File: src/core/csg_pkg.sv
// Package: register map, field positions, reset values and bus states
package csg_pkg;

	// Bus widths
	localparam int AVS_ADDR_W = 14;
	localparam int AVS_DATA_W = 32;
	localparam int AVS_BE_W   = 4;
	localparam int REG_W      = 8;
	localparam int INT_W      = 3;

	// Register indices; byte address is four times the index
	localparam logic [11:0] IDX_STATUS_CHANGE = 12'h804;
	localparam logic [11:0] IDX_CHANGE_CONFIG = 12'h805;
	localparam logic [11:0] IDX_DETECT_CTRL   = 12'h816;
	localparam logic [11:0] IDX_SHARED_CTRL   = 12'h81E;
	localparam logic [11:0] IDX_INT_STATUS    = 12'h880;
	localparam logic [11:0] IDX_INT_MASK      = 12'h881;

	// Byte addresses on the Avalon slave
	localparam logic [13:0] ADDR_STATUS_CHANGE = {IDX_STATUS_CHANGE, 2'h0};
	localparam logic [13:0] ADDR_CHANGE_CONFIG = {IDX_CHANGE_CONFIG, 2'h0};
	localparam logic [13:0] ADDR_DETECT_CTRL   = {IDX_DETECT_CTRL, 2'h0};
	localparam logic [13:0] ADDR_SHARED_CTRL   = {IDX_SHARED_CTRL, 2'h0};
	localparam logic [13:0] ADDR_INT_STATUS    = {IDX_INT_STATUS, 2'h0};
	localparam logic [13:0] ADDR_INT_MASK      = {IDX_INT_MASK, 2'h0};

	// Card detect and general control fields
	localparam int DC_SW_DETECT_BIT = 5;
	localparam int DC_RESUME_BIT    = 4;
	localparam int DC_REMOVAL_BIT   = 1;

	// Shared control fields
	localparam int SC_B_LEVEL_BIT    = 4;
	localparam int SC_A_LEVEL_BIT    = 3;
	localparam int SC_FLAG_CLEAR_BIT = 2;
	localparam int SC_CSC_LEVEL_BIT  = 1;
	localparam int SC_POWER_DOWN_BIT = 0;

	// Status change flag and its enable
	localparam int CSC_DETECT_BIT = 3;
	localparam int CFG_DETECT_BIT = 3;

	// Interrupt status and mask fields
	localparam int INT_DETECT_BIT = 0;
	localparam int INT_CARD_A_BIT = 1;
	localparam int INT_CARD_B_BIT = 2;

	// Reset values
	localparam logic [7:0]  REG_RESET  = 8'h00;
	localparam logic [2:0]  INT_RESET  = 3'h0;
	localparam logic [31:0] DATA_RESET = 32'h00000000;

	// Bus answer states, Gray coded
	typedef enum logic [1:0] {
		BUS_IDLE   = 2'h0,
		BUS_ANSWER = 2'h1
	} csg_bus_state_type;

endpackage

File: src/core/csg_control.sv
// Socket card-detect control and shared control register bank
// What this block does
// RULE_01: Detect change with resume drives ring low
// RULE_02: Ring stays low until status flag clears
// RULE_03: Resume enable bit 4, reset zero
// RULE_04: Detect control bits 3-2, 0 read zero
// RULE_05: Removal reset bit restores socket registers
// RULE_06: One shared control register for both sockets
// RULE_07: Shared control bits 7-5 read zero
// RULE_08: Bit 4 selects card B level mode
// RULE_09: Bit 3 selects card A level mode
// RULE_10: Bit 2 picks read-clear or write-one-clear
// RULE_11: Bit 1 selects status change level mode
// RULE_12: Power-down floats card outputs unless accessing
// RULE_13: Outputs float again after each access
// RULE_14: Interrupts still accepted during power-down
// RULE_15: Marked detect bits survive PCI reset with POWER_MGMT_EVENT
// RULE_16: Clear-mode, status-mode, power-down: global reset only
// RULE_17: Write-one clear of detect flag clears software request
// RULE_18: Edge pulses per event, level holds while set
//
// The implementer's own choice: the Avalon-MM slave port.
`timescale 1ns/1ps
module csg_control #(
	parameter int ADDR_W = csg_pkg::AVS_ADDR_W
) (
	input  wire logic                           CLK_SYS,
	input  wire logic                           RST,
	input  wire logic                           PCI_RESET_PIN,
	input  wire logic                           POWER_MGMT_EVENT_EN,
	input  wire logic [ADDR_W-1:0]              AVS_ADDRESS,
	input  wire logic                           AVS_READ,
	input  wire logic                           AVS_WRITE,
	input  wire logic [csg_pkg::AVS_BE_W-1:0]   AVS_BYTEENABLE,
	input  wire logic [csg_pkg::AVS_DATA_W-1:0] AVS_WRITEDATA,
	output logic      [csg_pkg::AVS_DATA_W-1:0] AVS_READDATA,
	output logic                                AVS_WAITREQUEST,
	input  wire logic                           CARD_DETECT_INPUT_ONE,
	input  wire logic                           CARD_DETECT_INPUT_TWO,
	input  wire logic                           CARD_A_IREQ,
	input  wire logic                           CARD_B_IREQ,
	input  wire logic                           CARD_ACCESS_ACTIVE,
	output logic                                RING_INDICATE_OUTPUT,
	output logic                                HOST_IRQ_CARD_A,
	output logic                                HOST_IRQ_CARD_B,
	output logic                                HOST_IRQ_STATUS_CHANGE,
	output logic                                CARD_OUT_EN_N,
	output logic                                IRQ
);

	csg_pkg::csg_bus_state_type bus_state;

	// Control and status state
	logic                      detect_resume_enable;
	logic                      removal_reset_control;
	logic                      card_b_irq_level_select;
	logic                      card_a_irq_level_select;
	logic                      flag_clear_mode;
	logic                      status_change_irq_level_select;
	logic                      interface_power_down;
	logic                      detect_change_enable;
	logic                      card_status_change;
	logic                      software_detect_interrupt;
	logic [csg_pkg::INT_W-1:0] int_status;
	logic [csg_pkg::INT_W-1:0] int_mask;
	logic [1:0]                detect_prev;
	logic                      card_a_prev;
	logic                      card_b_prev;

	// Combinational helpers
	logic                      access;
	logic                      wr_go;
	logic                      rd_go;
	logic [7:0]                wbyte;
	logic [7:0]                rd_byte;
	logic [1:0]                detect_now;
	logic                      detect_change;
	logic                      card_removed;
	logic                      pci_clear;
	logic                      pme_clear;
	logic                      removal_clear;
	logic                      sw_request;
	logic                      csc_set;
	logic                      csc_clear;
	logic [csg_pkg::INT_W-1:0] int_set;
	logic [csg_pkg::INT_W-1:0] int_clear;
	logic                      next_ring;

	// A request is served in the cycle that waitrequest is low
	assign access = (bus_state == csg_pkg::BUS_ANSWER);
	assign wr_go  = access & AVS_WRITE & AVS_BYTEENABLE[0];
	assign rd_go  = access & AVS_READ;
	assign wbyte  = AVS_WRITEDATA[7:0];

	// PCI reset always clears plain bits; POWER_MGMT_EVENT context only without POWER_MGMT_EVENT
	assign pci_clear = PCI_RESET_PIN;
	assign pme_clear = PCI_RESET_PIN & ~POWER_MGMT_EVENT_EN; // RULE_15

	// Card detect pins are active low; present means both low
	assign detect_now    = {CARD_DETECT_INPUT_TWO, CARD_DETECT_INPUT_ONE};
	assign detect_change = (detect_now != detect_prev);
	assign card_removed  = (detect_prev == 2'h0) & (detect_now != 2'h0);
	assign removal_clear = card_removed & removal_reset_control; // RULE_05

	// Writing one to the software detect bit raises the detect flag while detect change is enabled
	assign sw_request = wr_go & (AVS_ADDRESS == csg_pkg::ADDR_DETECT_CTRL)
		& wbyte[csg_pkg::DC_SW_DETECT_BIT] & detect_change_enable;

	// Detect flag set from pins or software; set beats clear
	assign csc_set = (detect_change & detect_change_enable) | sw_request;

	// Clear by read or by write-one, chosen by the clear mode
	always_comb begin
		csc_clear = 1'b0;
		if (flag_clear_mode) begin
			csc_clear = wr_go
				& (AVS_ADDRESS == csg_pkg::ADDR_STATUS_CHANGE)
				& wbyte[csg_pkg::CSC_DETECT_BIT]; // RULE_10
		end else begin
			// Only the value that was actually returned is cleared
			csc_clear = rd_go
				& (AVS_ADDRESS == csg_pkg::ADDR_STATUS_CHANGE)
				& AVS_READDATA[csg_pkg::CSC_DETECT_BIT]; // RULE_10
		end
	end

	// Interrupt events; read clear removes only what was reported
	always_comb begin
		int_set = csg_pkg::INT_RESET;
		int_set[csg_pkg::INT_DETECT_BIT] = csc_set;
		int_set[csg_pkg::INT_CARD_A_BIT] = CARD_A_IREQ & ~card_a_prev; // RULE_14
		int_set[csg_pkg::INT_CARD_B_BIT] = CARD_B_IREQ & ~card_b_prev; // RULE_14
		int_clear = csg_pkg::INT_RESET;
		if (rd_go && (AVS_ADDRESS == csg_pkg::ADDR_INT_STATUS)) begin
			int_clear = AVS_READDATA[csg_pkg::INT_W-1:0];
		end
	end

	// Ring falls on a resumable detect change, rises on flag clear
	always_comb begin
		next_ring = RING_INDICATE_OUTPUT;
		if (detect_resume_enable && detect_change) begin
			next_ring = 1'b0; // RULE_01 RULE_03
		end else if (csc_clear) begin
			next_ring = 1'b1; // RULE_02
		end
	end

	// Read multiplexer; reserved bits and unmapped addresses read zero
	always_comb begin
		rd_byte = csg_pkg::REG_RESET;
		case (AVS_ADDRESS)
			csg_pkg::ADDR_STATUS_CHANGE: begin
				rd_byte[csg_pkg::CSC_DETECT_BIT] = card_status_change;
			end
			csg_pkg::ADDR_CHANGE_CONFIG: begin
				rd_byte[csg_pkg::CFG_DETECT_BIT] = detect_change_enable;
			end
			csg_pkg::ADDR_DETECT_CTRL: begin
				// Software detect bit is write-only and reads zero
				rd_byte[csg_pkg::DC_RESUME_BIT]  = detect_resume_enable;
				rd_byte[csg_pkg::DC_REMOVAL_BIT] = removal_reset_control; // RULE_04
			end
			csg_pkg::ADDR_SHARED_CTRL: begin
				rd_byte[csg_pkg::SC_B_LEVEL_BIT]    = card_b_irq_level_select;
				rd_byte[csg_pkg::SC_A_LEVEL_BIT]    = card_a_irq_level_select;
				rd_byte[csg_pkg::SC_FLAG_CLEAR_BIT] = flag_clear_mode;
				rd_byte[csg_pkg::SC_CSC_LEVEL_BIT]  =
					status_change_irq_level_select;
				rd_byte[csg_pkg::SC_POWER_DOWN_BIT] = interface_power_down; // RULE_07
			end
			csg_pkg::ADDR_INT_STATUS: begin
				rd_byte[csg_pkg::INT_W-1:0] = int_status;
			end
			csg_pkg::ADDR_INT_MASK: begin
				rd_byte[csg_pkg::INT_W-1:0] = int_mask;
			end
			default: begin
				rd_byte = csg_pkg::REG_RESET;
			end
		endcase
	end

	// Bus answer: one wait cycle, then waitrequest low for one cycle
	always_ff @(posedge CLK_SYS or posedge RST) begin
		if (RST) begin
			bus_state       <= csg_pkg::BUS_IDLE;
			AVS_WAITREQUEST <= 1'b1;
		end else begin
			case (bus_state)
				csg_pkg::BUS_IDLE: begin
					if (AVS_READ || AVS_WRITE) begin
						bus_state       <= csg_pkg::BUS_ANSWER;
						AVS_WAITREQUEST <= 1'b0;
					end
				end
				csg_pkg::BUS_ANSWER: begin
					bus_state       <= csg_pkg::BUS_IDLE;
					AVS_WAITREQUEST <= 1'b1;
				end
				default: begin
					bus_state       <= csg_pkg::BUS_IDLE;
					AVS_WAITREQUEST <= 1'b1;
				end
			endcase
		end
	end

	// Read data is loaded as waitrequest falls, so it stands at accept
	always_ff @(posedge CLK_SYS or posedge RST) begin
		if (RST) begin
			AVS_READDATA <= csg_pkg::DATA_RESET;
		end else if (bus_state == csg_pkg::BUS_IDLE && AVS_READ) begin
			AVS_READDATA <= 32'(rd_byte);
		end
	end

	// Per-socket detect control, context bits kept over PCI reset when POWER_MGMT_EVENT_EN is set
	always_ff @(posedge CLK_SYS or posedge RST) begin
		if (RST) begin
			detect_resume_enable  <= 1'b0; // RULE_03
			removal_reset_control <= 1'b0;
		end else if (pme_clear) begin
			detect_resume_enable  <= 1'b0; // RULE_15
			removal_reset_control <= 1'b0; // RULE_15
		end else if (wr_go && AVS_ADDRESS == csg_pkg::ADDR_DETECT_CTRL) begin
			detect_resume_enable  <= wbyte[csg_pkg::DC_RESUME_BIT];
			removal_reset_control <= wbyte[csg_pkg::DC_REMOVAL_BIT]; // RULE_04
		end
	end

	// Shared control: one copy serves both sockets
	always_ff @(posedge CLK_SYS or posedge RST) begin
		if (RST) begin
			card_b_irq_level_select <= 1'b0; // RULE_06
			card_a_irq_level_select <= 1'b0;
		end else if (pci_clear) begin
			card_b_irq_level_select <= 1'b0;
			card_a_irq_level_select <= 1'b0;
		end else if (wr_go && AVS_ADDRESS == csg_pkg::ADDR_SHARED_CTRL) begin
			card_b_irq_level_select <= wbyte[csg_pkg::SC_B_LEVEL_BIT]; // RULE_08
			card_a_irq_level_select <= wbyte[csg_pkg::SC_A_LEVEL_BIT]; // RULE_09
		end
	end

	// Bits that only the global reset clears; PCI reset leaves them
	always_ff @(posedge CLK_SYS or posedge RST) begin
		if (RST) begin
			flag_clear_mode                <= 1'b0; // RULE_16
			status_change_irq_level_select <= 1'b0; // RULE_16
			interface_power_down           <= 1'b0; // RULE_16
		end else if (wr_go && AVS_ADDRESS == csg_pkg::ADDR_SHARED_CTRL) begin
			flag_clear_mode <= wbyte[csg_pkg::SC_FLAG_CLEAR_BIT]; // RULE_10
			status_change_irq_level_select <=
				wbyte[csg_pkg::SC_CSC_LEVEL_BIT]; // RULE_11
			interface_power_down <= wbyte[csg_pkg::SC_POWER_DOWN_BIT]; // RULE_12
		end
	end

	// Status change configuration, a socket register reset on removal
	always_ff @(posedge CLK_SYS or posedge RST) begin
		if (RST) begin
			detect_change_enable <= 1'b0;
		end else if (pci_clear || removal_clear) begin
			detect_change_enable <= 1'b0; // RULE_05
		end else if (wr_go && AVS_ADDRESS == csg_pkg::ADDR_CHANGE_CONFIG) begin
			detect_change_enable <= wbyte[csg_pkg::CFG_DETECT_BIT];
		end
	end

	// Detect change flag; a set in the clearing cycle wins
	always_ff @(posedge CLK_SYS or posedge RST) begin
		if (RST) begin
			card_status_change <= 1'b0;
		end else if (pme_clear) begin
			card_status_change <= 1'b0;
		end else if (csc_set) begin
			card_status_change <= 1'b1;
		end else if (csc_clear) begin
			card_status_change <= 1'b0; // RULE_10
		end
	end

	// Software request lives until its flag is cleared
	always_ff @(posedge CLK_SYS or posedge RST) begin
		if (RST) begin
			software_detect_interrupt <= 1'b0;
		end else if (pme_clear) begin
			software_detect_interrupt <= 1'b0;
		end else if (sw_request) begin
			software_detect_interrupt <= 1'b1;
		end else if (csc_clear) begin
			software_detect_interrupt <= 1'b0; // RULE_17
		end
	end

	// Ring indicate idles high and is POWER_MGMT_EVENT context
	always_ff @(posedge CLK_SYS or posedge RST) begin
		if (RST) begin
			RING_INDICATE_OUTPUT <= 1'b1;
		end else if (pme_clear) begin
			RING_INDICATE_OUTPUT <= 1'b1;
		end else begin
			RING_INDICATE_OUTPUT <= next_ring;
		end
	end

	// Previous pin levels for change and edge detection
	always_ff @(posedge CLK_SYS or posedge RST) begin
		if (RST) begin
			detect_prev <= 2'h0;
			card_a_prev <= 1'b0;
			card_b_prev <= 1'b0;
		end else begin
			detect_prev <= detect_now;
			card_a_prev <= CARD_A_IREQ;
			card_b_prev <= CARD_B_IREQ;
		end
	end

	// Sticky interrupt status; set wins over the read clear
	always_ff @(posedge CLK_SYS or posedge RST) begin
		if (RST) begin
			int_status <= csg_pkg::INT_RESET;
		end else if (pci_clear) begin
			int_status <= csg_pkg::INT_RESET;
		end else begin
			int_status <= (int_status & ~int_clear) | int_set;
		end
	end

	// Interrupt mask, same layout as the status
	always_ff @(posedge CLK_SYS or posedge RST) begin
		if (RST) begin
			int_mask <= csg_pkg::INT_RESET;
		end else if (pci_clear) begin
			int_mask <= csg_pkg::INT_RESET;
		end else if (wr_go && AVS_ADDRESS == csg_pkg::ADDR_INT_MASK) begin
			int_mask <= wbyte[csg_pkg::INT_W-1:0];
		end
	end

	// Interrupt level output; one cycle behind the status
	always_ff @(posedge CLK_SYS or posedge RST) begin
		if (RST) begin
			IRQ <= 1'b0;
		end else begin
			IRQ <= |(int_status & int_mask);
		end
	end

	// Card outputs float in power-down except during an access
	always_ff @(posedge CLK_SYS or posedge RST) begin
		if (RST) begin
			CARD_OUT_EN_N <= 1'b0;
		end else if (interface_power_down) begin
			CARD_OUT_EN_N <= ~CARD_ACCESS_ACTIVE; // RULE_12 RULE_13
		end else begin
			CARD_OUT_EN_N <= 1'b0;
		end
	end

	// Host interrupts keep running in power-down; one shaper each
	csg_irq_shaper u_irq_card_a (
		.clk        (CLK_SYS),
		.rst        (RST),
		.soft_clear (pci_clear),
		.level_mode (card_a_irq_level_select),
		.source     (CARD_A_IREQ), // RULE_09 RULE_14
		.host_irq   (HOST_IRQ_CARD_A)
	);

	csg_irq_shaper u_irq_card_b (
		.clk        (CLK_SYS),
		.rst        (RST),
		.soft_clear (pci_clear),
		.level_mode (card_b_irq_level_select),
		.source     (CARD_B_IREQ), // RULE_08 RULE_14
		.host_irq   (HOST_IRQ_CARD_B)
	);

	csg_irq_shaper u_irq_status (
		.clk        (CLK_SYS),
		.rst        (RST),
		.soft_clear (pme_clear),
		.level_mode (status_change_irq_level_select),
		.source     (card_status_change
			| software_detect_interrupt), // RULE_11 RULE_14 RULE_17
		.host_irq   (HOST_IRQ_STATUS_CHANGE)
	);

endmodule

File: src/core/csg_irq_shaper.sv
// Host interrupt shaper: edge pulse or level per mode select
`timescale 1ns/1ps
module csg_irq_shaper (
	input  wire logic clk,
	input  wire logic rst,
	input  wire logic soft_clear,
	input  wire logic level_mode,
	input  wire logic source,
	output logic      host_irq
);

	logic source_prev;

	// Previous source level for rising-edge detection
	always_ff @(posedge clk or posedge rst) begin
		if (rst) begin
			source_prev <= 1'b0;
		end else if (soft_clear) begin
			source_prev <= 1'b0;
		end else begin
			source_prev <= source;
		end
	end

	// Level follows the source; edge gives one cycle per new event
	always_ff @(posedge clk or posedge rst) begin
		if (rst) begin
			host_irq <= 1'b0;
		end else if (soft_clear) begin
			host_irq <= 1'b0;
		end else if (level_mode) begin
			host_irq <= source; // RULE_18
		end else begin
			host_irq <= source & ~source_prev; // RULE_18
		end
	end

endmodule

File: config.mk
export PLATFORM = sky130hd
export DESIGN_NAME = csg_control
export DESIGN_NICKNAME = d
export VERILOG_FILES = /design/src/core/csg_pkg.sv /design/src/core/csg_control.sv /design/src/core/csg_irq_shaper.sv
export SDC_FILE = /design/constraint.sdc
export NUM_CORES = 1
export LEC_CHECK = 0
export BUFFER_PORTS_ARGS = -buffer_cell sky130_fd_sc_hd__clkbuf_2
export CORE_MARGIN = 1
export CORE_UTILIZATION = 35
export CTS_CLUSTER_DIAMETER = 120
export CTS_CLUSTER_SIZE = 12
export DETAILED_ROUTE_END_ITERATION = 10
export GPL_TIMING_DRIVEN = 0
export PLACE_DENSITY_LB_ADDON = 0.2
export SKIP_LAST_GASP = 1
export SYNTH_ARGS = -nofsm -noshare
export SYNTH_HDL_FRONTEND = slang
export SYNTH_SLANG_ARGS = --single-unit
File: constraint.sdc
create_clock -name CLK_SYS -period 1.42 [get_ports CLK_SYS]
set_input_delay 0.213 -clock CLK_SYS [delete_from_list [all_inputs] [get_ports CLK_SYS]]
set_output_delay 0.213 -clock CLK_SYS [all_outputs]
set_load 0.1 [all_outputs]
==> metrics.md <==
| Metric | Value |
|---|---|
| Proportion of layout cells with a drive suffix above 1 | `45.3%` |
| Area of the die | `5850 um^2` |
| Count of placed standard cells in the final layout, fillers left out | `approximately 350` |
| Number of enable-type register cells in the synthesized netlist | `0` |
| Max Buffers Root-to-Sink | `2` |
| Placed cell count | `between 300 and 400` |
| Post-route setup TNS | `-2.02 ns` |
| Setup slack of the worst register-to-register path | `-0.08 ns` |
| Warnings, synthesis | `0` |
| Maximum operating frequency | `0.624 GHz` |
| CTS tree | `yes` |
| Root buffer cell | `sky130_fd_sc_hd__clkbuf_8` |
| Net switching power of the design | `913 uW` |
| Start of the worst register-to-register path | `bus_state[0]` |
| Internal power | `1610 uW` |
| Number of hold-slack violations in the final timing report | `0` |
| Placer Congestion | `0.772` |
| Leakage power summed over all cells | `between 0.001 and 0.0015 uW` |
| Via density | `approximately 4.7` |
| DR pass1 iterations | `4` |
| Antenna cells | `0` |
| Max-cap violation count | `0` |
| WP data arrival | `1.78 ns` |
| Register area share after synthesis | `46.5%` |
| Average cell area after synthesis | `9.96 um^2` |
| Remaining antenna violation count after routing | `0` |
| Maximum fanout count along the critical path | `4` |
| Detail-routed net length per standard cell | `13.4 um` |
| Utilization after layout | `51.0%` |
| Total track usage | `17.3%` |
| Worst-margin pin slew | `0.748 ns` |
| PD cells | `between 900 and 1000 nW/um^2` |
| Critical path start-end classification | `in2reg` |
| Smallest setup slack after layout | `-0.182 ns` |
| Finish-stage setup viols | `19` |
| Number of clock sinks seen by CTS | `36` |
| I/O pin count | `100` |
| Worst-case reg-to-reg path depth | `4` |
| Fin crit period | `roughly 1.6 ns` |
| Maximum number of pins on one net before global-route repair | `37` |
| Worst relative slew slack | `about half` |
| Std-Cell Rows | `26` |
| Failing checks | `negative setup slack` |
| Class of the most critical hold timing path | `in2async` |
| Worst VDD drop | `548 uV` |
| Die outline width | `76.5 um` |
| Number of levels the H-tree was split into | `2` |
| Share of the clock period used by the worst path | `113%` |
| Area delta synth->final | `37.6%` |
| Crit path capture type | `flop` |
| Final-stage net count | `338` |
| Placeable core area | `5240 um^2` |
| Clock transition at the registers of the reported paths | `0.07 ns` |
| Combinational power share | `27.2%` |
| DRT Wirelength | `around 4700 um` |
| Antenna violations before repair | `0` |
| Crit Reg-Reg Endpoint | `detect_change_enable` |
| Post-CTS Hold Buffers | `0` |
| Clock power share | `30.2%` |
| DRC viols | `0` |
| Number of instances in the synthesized netlist | `195` |
| Setup WS pre-CTS | `-0.547 ns` |
| Detailed-placement wirelength estimate | `3420 um` |
| Share of synthesized flip-flops with an asynchronous set or reset | `100%` |
| Grt total ovfl | `0` |
| Via count of the first global-routing pass | `about 1,600` |
| Vertical extent of the die | `76.5 um` |
| Clock latency on the worst-skew pair | `0.29 ns` |
| Post-synth cell types | `46` |
| Wire length of the first global-routing pass | `roughly 7800 um` |
| Switch share | `a little over a third` |
| Worst-case clock skew | `0.00575 ns` |
| Max-slew violation total from the final report | `0` |
| Post-Synthesis Cell Area | `1940 um^2` |
| Effective utilization at floorplan | `a little under two fifths` |
| Count of input and output buffers | `42` |
| Fraction of power consumed by sequential logic | `42.6%` |
| Power after layout | `approximately 2500 uW` |
| Yosys reg bits | `36` |
| Dominant register cell in the synthesized netlist | `sky130_fd_sc_hd__dfrtp_1` |
| Endpoint required time on the critical path | `around 1.6 ns` |
| Worst Setup Start Kind | `input port` |
| Result of the run | `finished, violations left` |
| TritonCTS buffer count | `5` |
| Drt initial violations | `96` |
| Setup repair after global routing missed its margin | `yes` |
| Total via count after detailed routing | `1,651` |
-- power groups by stage --
stage          logic, uW  clock network (uW)  registers, uW
6_report             686                 761           1080
5_1_grt              717                 826           1080
3_3_place_gp         649                   0           1090
4_1_cts              673                 775           1070
2_1_floorplan        468                   0           1180
3_5_place_dp         651                   0           1090
-- registers in the layout (all words and copies together) (netlist names), 2 cells and up --
| name | cells |
|---|---|
| int_status | 3 |
| AVS_READDATA | 5 |
| detect_prev | 2 |
| int_mask | 3 |
-- metal layers --
layer | routed length, um | vias up | part of all wire, % | global-route usage (%)
met3 | 235 | 11 | 5.0 | 4.19
li1 | - | 804 | - | -
met1 | 2090 | 787 | 45 | 22.0
met4 | 80 | 0 | 1.7 | 5.77
met5 | 0 | - | 0 | 0
met2 | 2260 | 49 | 48 | 28.6
-- cell families after synthesis --
family | after synthesis | share of synthesized area [%]
DFF | 36 | 46.5
buffers and inverters | 40 | 13.4
and+or+nand+nor | 64 | 20.7
other | 1 | 0.193
AOI/OAI and AO/OA | 44 | 13.7
muxes | 8 | 4.51
xor gates and xnor gates | 2 | 0.902
-- synth_stat cells (2+ instances only) --
| cell type | number | share of area (%) |
|---|---|---|
| sky130_fd_sc_hd__nor2_1 | 7 | 1.4 |
| sky130_fd_sc_hd__nand3_1 | 8 | 2.1 |
| sky130_fd_sc_hd__nand4_1 | 2 | 0.64 |
| sky130_fd_sc_hd__o21ai_0 | 13 | 3.4 |
| sky130_fd_sc_hd__a21oi_1 | 12 | 3.1 |
| sky130_fd_sc_hd__nand4b_1 | 2 | 0.90 |
| sky130_fd_sc_hd__or4_1 | 2 | 0.77 |
| sky130_fd_sc_hd__nor2b_1 | 5 | 1.6 |
| sky130_fd_sc_hd__mux2i_1 | 2 | 1.0 |
| sky130_fd_sc_hd__a31oi_1 | 2 | 0.64 |
| sky130_fd_sc_hd__a21o_1 | 2 | 0.77 |
| sky130_fd_sc_hd__inv_1 | 6 | 1.2 |
| sky130_fd_sc_hd__clkbuf_1 | 5 | 0.97 |
| sky130_fd_sc_hd__or3_1 | 3 | 0.97 |
| sky130_fd_sc_hd__and3_1 | 2 | 0.64 |
| sky130_fd_sc_hd__xnor2_1 | 2 | 0.90 |
| sky130_fd_sc_hd__nand2_1 | 12 | 2.3 |
| sky130_fd_sc_hd__nor3_1 | 2 | 0.52 |
| sky130_fd_sc_hd__dfstp_2 | 2 | 2.7 |
| sky130_fd_sc_hd__buf_4 | 27 | 10 |
| sky130_fd_sc_hd__or4_4 | 3 | 1.7 |
| sky130_fd_sc_hd__dfrtp_1 | 34 | 44 |
| sky130_fd_sc_hd__mux2_2 | 6 | 3.5 |
| sky130_fd_sc_hd__a22oi_1 | 3 | 1.2 |
| sky130_fd_sc_hd__a21boi_0 | 3 | 1.2 |
| sky130_fd_sc_hd__nor4_2 | 3 | 1.9 |
| sky130_fd_sc_hd__nand2b_1 | 4 | 1.3 |
| sky130_fd_sc_hd__o21ai_1 | 3 | 0.77 |
-- critical path, cell delays in order --
cell	delay (ns)
sky130_fd_sc_hd__clkbuf_2	0.08
sky130_fd_sc_hd__or3_4	0.40
sky130_fd_sc_hd__or4_4	0.57
sky130_fd_sc_hd__nor2_4	0.20
sky130_fd_sc_hd__mux2_4	0.31
-- timing repair --
| item | in CTS | in global routing |
|---|---|---|
| buffers inserted | 5 | 5 |
| endpoints found under the setup margin | 24 | 21 |
| gates cloned | 0 | 0 |
| gates resized for setup | 17 | 17 |
| pin swaps | 8 | 10 |
-- layout make-up --
| type | instances | area, um^2 |
|---|---|---|
| Tap cell | 70 | 87.6 |
| Clock buffer | 7 | 86.3 |
| Multi-Input combinational cell | 145 | 1000 |
| Fill cell | 517 | 2570 |
| Timing Repair Buffer | 52 | 327 |
| Clock inverter | 1 | 7.51 |
| Inverter | 6 | 22.5 |
| Buffer | 31 | 234 |
| Sequential cell | 36 | 905 |
-- how the worst max path moves through the flow --
| stage | startpoint | end | slack, ns |
|---|---|---|---|
| final | AVS_ADDRESS[8] | status_change_irq_level_select | -0.18 |
| after global routing | AVS_ADDRESS[8] | status_change_irq_level_select | -0.22 |
| after CTS | AVS_ADDRESS[8] | status_change_irq_level_select | -0.19 |
| after detailed placement | AVS_ADDRESS[8] | interface_power_down | -0.55 |
| after global placement | AVS_ADDRESS[8] | flag_clear_mode | -0.55 |
| after floorplan | AVS_ADDRESS[8] | flag_clear_mode | -0.39 |
-- through the flow --
stage	cell area (um^2)	hold WS, ns
6_report	2670	0.0357
4_1_cts	2570	0.0563
3_5_place_dp	2380	0.356
2_1_floorplan	2080	0.244
3_3_place_gp	2380	0.353
5_1_grt	2670	0.0490
-- placed cells by master (no fill, tap or decap), drive strengths merged, types with 2 or more instances in the layout --
cell type and count:
mux2 6, and3 2, nand4b 2, nand4 2
conb 27, nor2 8, a31oi 2, buf 39
nor4 4, dfrtp 34, mux2i 2, nand3 8
nand2 12, nor2b 5, dfstp 2, or4 5
a21boi 3, o21ai 16, nor3 2, inv 6
clkbuf 51, a21o 2, a22oi 3, nand2b 4
a21oi 12, or3 3, xnor2 2
No activity file was read; power rests on OpenSTA's default activity.
